==> config.mk <==
export PLATFORM = sky130hd
export DESIGN_NAME = bgp_gpio_port
export DESIGN_NICKNAME = d
export VERILOG_FILES = /design/src/logic/bgp_pkg.sv /design/src/logic/bgp_gpio_port.sv /design/src/logic/bgp_pin_cell.sv
export SDC_FILE = /design/constraint.sdc
export NUM_CORES = 1
export LEC_CHECK = 0
export BUFFER_PORTS_ARGS = -buffer_cell sky130_fd_sc_hd__buf_2
export CAP_MARGIN = 20
export CORE_ASPECT_RATIO = 0.75
export CORE_MARGIN = 1.5
export CORE_UTILIZATION = 46
export DETAILED_ROUTE_END_ITERATION = 10
export GPL_ROUTABILITY_DRIVEN = 0
export PLACE_DENSITY = 0.87
export SLEW_MARGIN = 20
export SYNTH_ARGS = -nofsm -noshare
export SYNTH_HDL_FRONTEND = slang
export SYNTH_HIERARCHICAL = 1
export SYNTH_SLANG_ARGS = --single-unit
export TNS_END_PERCENT = 5
==> constraint.sdc <==
create_clock -name MCLK -period 1.9 [get_ports MCLK]
set_input_delay 0.38 -clock MCLK [delete_from_list [all_inputs] [get_ports MCLK]]
set_output_delay 0.38 -clock MCLK [all_outputs]
set_load 0.1 [all_outputs]
==> src/logic/bgp_pkg.sv <==
// Constants for the bridge general-purpose pin port.
// Assumes a byte-addressed configuration access path with 16-bit data in two byte lanes.
`default_nettype none

package bgp_pkg;

  // Number of general-purpose pins on the port.
  localparam int unsigned PIN_COUNT = 8;

  // Configuration offsets of the two registers.
  localparam logic [7:0] OFS_PIN_DIRECTION_CONTROL = 8'hb4;
  localparam logic [7:0] OFS_PIN_LEVEL_DATA        = 8'hb6;

  // Reset values of the stored fields.
  localparam logic [7:0] RST_DIRECTION  = 8'h00;
  localparam logic [7:0] RST_LEVEL      = 8'h00;
  localparam logic [7:0] RST_READ       = 8'h00;

  // Reserved upper byte always reads as this value.
  localparam logic [7:0] RSVD_READ      = 8'h00;

  // Field positions: live bits sit in the low byte of each register.
  localparam int unsigned FLD_LO = 0;
  localparam int unsigned FLD_HI = 7;

  // Byte lane that carries the live bits.
  localparam int unsigned LANE_LIVE = 0;

  // Pins that share a secondary function.
  localparam int unsigned PIN_CLOCK_RUN  = 0;
  localparam int unsigned PIN_POWER_OVRD = 1;
  localparam int unsigned PIN_SERIAL_CLK = 4;
  localparam int unsigned PIN_SERIAL_DAT = 5;

  // Read latency in clock cycles from request to answer.
  localparam int unsigned READ_LATENCY = 1;

endpackage : bgp_pkg

`default_nettype wire

==> src/logic/bgp_gpio_port.sv <==
// Eight-pin general-purpose port with its direction and level registers
// on the bridge configuration access path.
// Assumes configuration requests arrive synchronous to MCLK, one per
// cycle, with a byte address naming the low byte of a 16-bit register.
`timescale 1ns/1ps
`default_nettype none

module bgp_gpio_port #(
  parameter int unsigned PINS = bgp_pkg::PIN_COUNT
) (
  // Clock and resets, all synchronous and active high.
  input  wire logic             MCLK,
  input  wire logic             RST,
  input  wire logic             PCIE_RST,
  input  wire logic             GLOBAL_RESET_INPUT,
  // Configuration access path.
  input  wire logic [7:0]       CFG_ADDR,
  input  wire logic             CFG_WR,
  input  wire logic             CFG_RD,
  input  wire logic [1:0]       CFG_BE,
  input  wire logic [15:0]      CFG_WDATA,
  output logic      [15:0]      CFG_RDATA,
  output logic                  CFG_RVALID,
  // Secondary function enables.
  input  wire logic             CLOCK_RUN_ENABLE,
  input  wire logic             POWER_OVERRIDE_ENABLE,
  input  wire logic             SERIAL_EEPROM_PRESENT_ENABLE,
  // Secondary function drives towards the pins.
  input  wire logic             CLOCK_RUN_OUT,
  input  wire logic             CLOCK_RUN_OE_N,
  input  wire logic             SCL_OUT,
  input  wire logic             SCL_OE_N,
  input  wire logic             SDA_OUT,
  input  wire logic             SDA_OE_N,
  // Secondary function levels taken from the pins.
  output logic                  CLOCK_RUN_FUNCTION,
  output logic                  POWER_OVERRIDE_INPUT,
  output logic                  SCL_IN,
  output logic                  SDA_IN,
  // Pins: input, output and output enable (low while driving).
  input  wire logic [PINS-1:0]  GP_IN,
  output logic      [PINS-1:0]  GP_OUT,
  output logic      [PINS-1:0]  GP_OE_N
);

  ////////////////////////////////////////////////////////////////////////////
  // Declarations.

  logic            any_rst;        // Any of the three resets.
  logic [PINS-1:0] direction;      // One bit per pin, 1 = output.
  logic [PINS-1:0] next_direction; // Direction for the next cycle.
  logic [PINS-1:0] level;          // Output level latch.
  logic [PINS-1:0] next_level;     // Level latch for the next cycle.
  logic [PINS-1:0] sec_enable;     // Pins given to a secondary function.
  logic [PINS-1:0] sec_out;        // Secondary drive values.
  logic [PINS-1:0] sec_oe_n;       // Secondary drive enables.
  logic [PINS-1:0] write_ok;       // Pins that accept a data write.
  logic [PINS-1:0] read_level;     // Value the data register shows.
  logic            hit_dir;        // Request names the direction register.
  logic            hit_data;       // Request names the data register.
  logic            wr_dir;         // Accepted direction write.
  logic            wr_data;        // Accepted data write.
  logic [15:0]     next_rdata;     // Read answer for the next cycle.
  logic            next_rvalid;    // Read strobe for the next cycle.
  logic [3:0]      next_sec_lvl;   // Secondary levels for the next cycle.

  // A single reset term keeps the three sources in step.
  assign any_rst = RST | PCIE_RST | GLOBAL_RESET_INPUT;

  ////////////////////////////////////////////////////////////////////////////
  // Secondary function map; pins without a function never leave the port.
  always_comb begin
    sec_enable = '0;
    sec_out    = '0;
    sec_oe_n   = '1;
    sec_enable[bgp_pkg::PIN_CLOCK_RUN]  = CLOCK_RUN_ENABLE;
    sec_out[bgp_pkg::PIN_CLOCK_RUN]     = CLOCK_RUN_OUT;
    sec_oe_n[bgp_pkg::PIN_CLOCK_RUN]    = CLOCK_RUN_OE_N;
    // The override is an input only, so the pin stays released.
    sec_enable[bgp_pkg::PIN_POWER_OVRD] = POWER_OVERRIDE_ENABLE;
    // The serial enable moves both serial lines together.
    sec_enable[bgp_pkg::PIN_SERIAL_CLK] =
      SERIAL_EEPROM_PRESENT_ENABLE;
    sec_out[bgp_pkg::PIN_SERIAL_CLK]    = SCL_OUT;
    sec_oe_n[bgp_pkg::PIN_SERIAL_CLK]   = SCL_OE_N;
    sec_enable[bgp_pkg::PIN_SERIAL_DAT] =
      SERIAL_EEPROM_PRESENT_ENABLE;
    sec_out[bgp_pkg::PIN_SERIAL_DAT]    = SDA_OUT;
    sec_oe_n[bgp_pkg::PIN_SERIAL_DAT]   = SDA_OE_N;
  end

  ////////////////////////////////////////////////////////////////////////////
  // Address decode; only the low lane holds live bits.
  always_comb begin
    hit_dir  = 1'b0;
    hit_data = 1'b0;
    if (CFG_ADDR == bgp_pkg::OFS_PIN_DIRECTION_CONTROL) begin
      hit_dir = 1'b1;
    end else if (CFG_ADDR == bgp_pkg::OFS_PIN_LEVEL_DATA) begin
      hit_data = 1'b1;
    end
  end

  // The upper lane is reserved, so its strobe alone changes nothing.
  assign wr_dir  = CFG_WR & hit_dir
                 & CFG_BE[bgp_pkg::LANE_LIVE];
  assign wr_data = CFG_WR & hit_data & CFG_BE[bgp_pkg::LANE_LIVE];

  // Only output-mode pins that are not lent out take written data; the
  // current direction decides, so a same-cycle direction write is later.
  assign write_ok = direction & ~sec_enable;

  ////////////////////////////////////////////////////////////////////////////
  // Direction and level registers.
  always_comb begin
    next_direction = direction;
    next_level     = level;
    if (wr_dir) begin
      next_direction =
        CFG_WDATA[bgp_pkg::FLD_HI:bgp_pkg::FLD_LO];
    end
    if (wr_data) begin
      next_level = (CFG_WDATA[bgp_pkg::FLD_HI:bgp_pkg::FLD_LO] & write_ok)
                 | (level & ~write_ok);
    end
  end

  always_ff @(posedge MCLK) begin
    if (any_rst) begin
      direction <= bgp_pkg::RST_DIRECTION;
      level     <= bgp_pkg::RST_LEVEL;
    end else begin
      direction <= next_direction;
      level     <= next_level;
    end
  end

  ////////////////////////////////////////////////////////////////////////////
  // Read path: input and lent pins show the live level, driven ones show
  // the latch, which is what the pin carries one cycle later.
  assign read_level = (level & write_ok) | (GP_IN & ~write_ok);

  always_comb begin
    next_rdata  = 16'h0000;
    next_rvalid = CFG_RD;
    if (CFG_RD && hit_dir) begin
      next_rdata = {bgp_pkg::RSVD_READ, direction};
    end else if (CFG_RD && hit_data) begin
      // After reset every pin is an input, so this is the sampled level.
      next_rdata = {bgp_pkg::RSVD_READ, read_level};
    end
  end

  always_ff @(posedge MCLK) begin
    if (any_rst) begin
      CFG_RDATA  <= 16'h0000;
      CFG_RVALID <= 1'b0;
    end else begin
      CFG_RDATA  <= next_rdata;
      CFG_RVALID <= next_rvalid;
    end
  end

  ////////////////////////////////////////////////////////////////////////////
  // Levels handed to the secondary functions, registered for clean timing.
  always_comb begin
    next_sec_lvl = {GP_IN[bgp_pkg::PIN_SERIAL_DAT],
                    GP_IN[bgp_pkg::PIN_SERIAL_CLK],
                    GP_IN[bgp_pkg::PIN_POWER_OVRD],
                    GP_IN[bgp_pkg::PIN_CLOCK_RUN]};
  end

  always_ff @(posedge MCLK) begin
    if (any_rst) begin
      CLOCK_RUN_FUNCTION   <= 1'b0;
      POWER_OVERRIDE_INPUT <= 1'b0;
      SCL_IN               <= 1'b0;
      SDA_IN               <= 1'b0;
    end else begin
      CLOCK_RUN_FUNCTION   <= next_sec_lvl[0];
      POWER_OVERRIDE_INPUT <= next_sec_lvl[1];
      SCL_IN               <= next_sec_lvl[2];
      SDA_IN               <= next_sec_lvl[3];
    end
  end

  ////////////////////////////////////////////////////////////////////////////
  // Per-pin drive cells.
  for (genvar i = 0; i < PINS; i++) begin : g_pin
    bgp_pin_cell u_cell (
      .clk        (MCLK),
      .rst        (any_rst),
      .direction  (direction[i]),
      .level      (level[i]),
      .sec_enable (sec_enable[i]),
      .sec_out    (sec_out[i]),
      .sec_oe_n   (sec_oe_n[i]),
      .pin_out    (GP_OUT[i]),
      .pin_oe_n   (GP_OE_N[i])
    );
  end

  ////////////////////////////////////////////////////////////////////////////
  // Checks.

  chk_dir_reset: assert property (
    @(posedge MCLK) any_rst |=> (direction == '0) && (level == '0))
    else $error("direction or level not cleared by reset");

  chk_reset_release: assert property (
    @(posedge MCLK) any_rst |=> (GP_OE_N == '1))
    else $error("pin driven right after reset");

  chk_dir_write: assert property (
    @(posedge MCLK) disable iff (any_rst)
    wr_dir |=> direction == $past(CFG_WDATA[7:0]))
    else $error("direction write not stored");

  chk_rsvd_zero: assert property (
    @(posedge MCLK) disable iff (any_rst)
    CFG_RVALID |-> CFG_RDATA[15:8] == 8'h00)
    else $error("reserved byte not zero");

  chk_input_read: assert property (
    @(posedge MCLK) disable iff (any_rst)
    (CFG_RD && hit_data) |=>
      ((CFG_RDATA[7:0] ^ $past(GP_IN)) & ~$past(write_ok)) == '0)
    else $error("input pin level not returned");

  chk_write_discard: assert property (
    @(posedge MCLK) disable iff (any_rst)
    wr_data |=> ((level ^ $past(level)) & ~$past(write_ok)) == '0)
    else $error("write to input or lent pin took effect");

  chk_out_drive: assert property (
    @(posedge MCLK) disable iff (any_rst)
    wr_data ##1 (direction & ~sec_enable) == $past(write_ok) |=>
      ((GP_OUT ^ $past(CFG_WDATA[7:0], 2)) & $past(write_ok, 2)) == '0)
    else $error("written level not driven");

  chk_sec_isolate: assert property (
    @(posedge MCLK) disable iff (any_rst)
    1'b1 |=> ((GP_OE_N ^ $past(sec_oe_n)) & $past(sec_enable)) == '0)
    else $error("lent pin not under its function");

  chk_serial_pins: assert property (
    @(posedge MCLK) disable iff (any_rst)
    SERIAL_EEPROM_PRESENT_ENABLE |=>
      GP_OUT[4] == $past(SCL_OUT) && GP_OE_N[4] == $past(SCL_OE_N) &&
      GP_OUT[5] == $past(SDA_OUT) && GP_OE_N[5] == $past(SDA_OE_N))
    else $error("serial lines not on pins 4 and 5");

  chk_input_float: assert property (
    @(posedge MCLK) disable iff (any_rst)
    1'b1 |=> (~GP_OE_N & ~$past(direction) & ~$past(sec_enable)) == '0)
    else $error("input pin driven");

endmodule : bgp_gpio_port

`default_nettype wire

==> src/logic/bgp_pin_cell.sv <==
// One pin of the general-purpose port: selects between the port's own
// direction and level and a secondary function, and registers the drive.
// Assumes the pin wire is resolved outside from the output enable.
`timescale 1ns/1ps
`default_nettype none

module bgp_pin_cell (
  // Clock and combined reset.
  input  wire logic clk,
  input  wire logic rst,
  // Port settings for this pin.
  input  wire logic direction,
  input  wire logic level,
  // Secondary function selection and drive.
  input  wire logic sec_enable,
  input  wire logic sec_out,
  input  wire logic sec_oe_n,
  // Registered pin drive; enable is low while driving.
  output logic      pin_out,
  output logic      pin_oe_n
);

  logic next_pin_out;  // Drive value for the next cycle.
  logic next_pin_oe_n; // Drive enable for the next cycle.

  ////////////////////////////////////////////////////////////////////////////
  // The secondary function takes the pin whole, so the port's direction
  // and level cannot disturb it while it is enabled.
  always_comb begin
    if (sec_enable) begin
      next_pin_out  = sec_out;
      next_pin_oe_n = sec_oe_n;
    end else if (direction) begin
      next_pin_out  = level;
      next_pin_oe_n = 1'b0;
    end else begin
      // Input mode: release the pin so the board sets its level.
      next_pin_out  = 1'b0;
      next_pin_oe_n = 1'b1;
    end
  end

  // Registering the drive avoids glitches on the pin while settings move.
  always_ff @(posedge clk) begin
    if (rst) begin
      pin_out  <= 1'b0;
      pin_oe_n <= 1'b1;
    end else begin
      pin_out  <= next_pin_out;
      pin_oe_n <= next_pin_oe_n;
    end
  end

endmodule : bgp_pin_cell

`default_nettype wire

==> metrics.txt <==
status completed; Synth Area per Inst 9.125 um2; crit-path max FO 8; final net count 352; Core ar. 4004 um2; Final Core Density 61.00%; CP endpoint direction[5]; critical path, cell by cell buf_2, or3b_1, or4_4, mux2i_1; Initial Util 47.41%; worst r2r src direction[1]; cts repair resizes 0; initial DRC count 89; cts bufs inserted 5; worst skew pair latency 0.30 ns; RSZ-0062 raised after global routing false; Max stage delay on crit path 0.61 ns; Synth top cells by count 45 x dfxtp_1, 37 x nand2_1, 16 x a21oi_1, 16 x mux2i_1, 12 x nand3b_1; DR vias 1677; clk sink count 45; Ant. Diodes 0; DR DRC count 0; hold slack 0.2780 ns; largest net degree at the start of global routing 19; CTS tree yes; H-Tree Depth 2; Worst Hold Class in2reg; Max-Cap Viols 0; Final Slew Violations 0; FP Rows 20; post-CTS setup buffer count 0; Worst setup SP type input port; CP required 2.09 ns; mux cell area share after synthesis 10.81%; Port Buffers 68; relative slew slack 62.71%; synth top area cells dfxtp_1 47%, mux2i_1 8.4%, nand2_1 7.3%, nand3b_1 4.7%, a21oi_1 4.2%; die area 4525 um2; Fin Clk Skew 0.002227 ns; Max Fclk 0.6841 GHz; DP Worst Slack 0.1237 ns; clk buf depth 2; top-count cell post-synth dfxtp_1; final wirelength 4.023 mm; vias in the first global route 1519; register area share after synthesis 47.46%; Compound-Gate Fraction of Synth Area 10.02%; R2R setup slack 0.73 ns; Final period util 76.94%; cell count after synthesis 208; slowest cell on the critical path or4_4; worst slew pin tran 0.5587 ns; clk slew on worst S/H paths 0.08 ns; worst-case reg-to-reg path depth 3; post-DR vias/cell 4.671; GRT Resource Usage Total 19.36%; Die Wd 77.18 um; WS Path Type in2reg; crit end category flop; CP startpoint CFG_ADDR[0]; cell taking the most area after synthesis dfxtp_1; min Tclk post-route 1.462 ns; Pwr Total 1.799 mW; total negative setup slack 0 ns; Layout area overhead 28.67%; HPWL after DPL 2.908 mm; first-pass GRT wire length 6.658 mm; P per Cell Area 736.4 nW/um2; Synth top area share 47.46%; antenna violations before repair 0; dominant synthesized flop cell dfxtp_1; Distinct cells, synth 26; Overflow after GRT 0; Routed Antenna Nets 0; clock root cell clkbuf_8; CTS Hold Bufs 0; Mapped Area 1898 um2; simple-gate share of the synthesized area 24.72%; Async SR Flop Fraction 0%; Worst path depth 4; # IOs 86; largest family of logic cells by synthesized area simple AND/OR/NAND/NOR gates; Final Setup Violations 0; Synth Area in Adders 0%; drt wl/cell 11.21 um; share of cells above drive strength 1 28.29%; WP buf/inv 1; Post-synth EDFFs 0; final worst slack 0.4382 ns; maximum VDD drop 0.0005553 V; CP delay by family, top simple AND/OR/NAND/NOR gates; Critical Path AT 1.65 ns; height of the die 58.63 um; Leak 1.085 nW; Synth Warn # 6; FF+latch count, synth 45; Final Hold Fails 0; Synth Area in XOR/XNOR 0%; First-pass DRT Iterations 4
-- cells in the final DEF (no fill, tap or decap), types with 5 or more instances in the layout --
cell,n
o21ai_0,8
nand3b_1,12
conb_1,34
nor2_1,8
clkbuf_8,5
nand2_1,37
buf_2,68
and2_1,5
dfxtp_1,45
inv_1,5
nand4_1,5
a211o_1,8
a21oi_1,16
mux2i_1,16
-- cells by family (layout without fill, tap and decap cells) --
group | after synthesis | count (layout)
compound gates | 32 | 32
simple gates | 88 | 88
mux | 20 | 20
other cells | 2 | 34
flops | 45 | 45
buf+inv | 21 | 85
-- metrics by stage --
step | std cells | cell area (um2)
finish | 359 | 2442
global route | 359 | 2442
CTS | 359 | 2442
detailed placement | 351 | 2356
global placement | 351 | 2356
floorplan | 240 | 2018
-- worst min path at each step --
| stage | startpoint | endpoint | slack (ns) | cells after the start |
|---|---|---|---|---|
| floorplan | flop | flop | 0.44 | 2 |
| global placement | flop | flop | 0.46 | 2 |
| detailed placement | flop | flop | 0.46 | 2 |
| CTS | CLOCK_RUN_OE_N | g_pin[0].u_cell/pin_oe_n | 0.27 | 2 |
| global route | SCL_OE_N | g_pin[4].u_cell/pin_oe_n | 0.26 | 2 |
| finish | CLOCK_RUN_OE_N | g_pin[0].u_cell/pin_oe_n | 0.28 | 2 |
-- metal layers --
metal / wire (um) / vias to the layer above / track usage [%]
li1: - / 872 / -
met1: 1777 / 749 / 22.60
met2: 1882 / 51 / 32.96
met3: 317 / 5 / 7.752
met4: 46 / 0 / 6.494
met5: 0 / - / 0
-- power by group --
part           internal [mW]  switching [mW]
Sequential             0.951         0.00194
Combinational         0.0604           0.209
Clock                  0.254           0.322
-- cell type report --
cell class,count,area [um2]
inverter,5,18.77
sequential,45,900.9
clock inverter,3,17.52
timing repair buffer,72,370.4
fill,379,1562
multi-input combinational,174,997.2
clock buffer,5,68.82
tap,55,68.82
(Power assumes the default switching activity.)
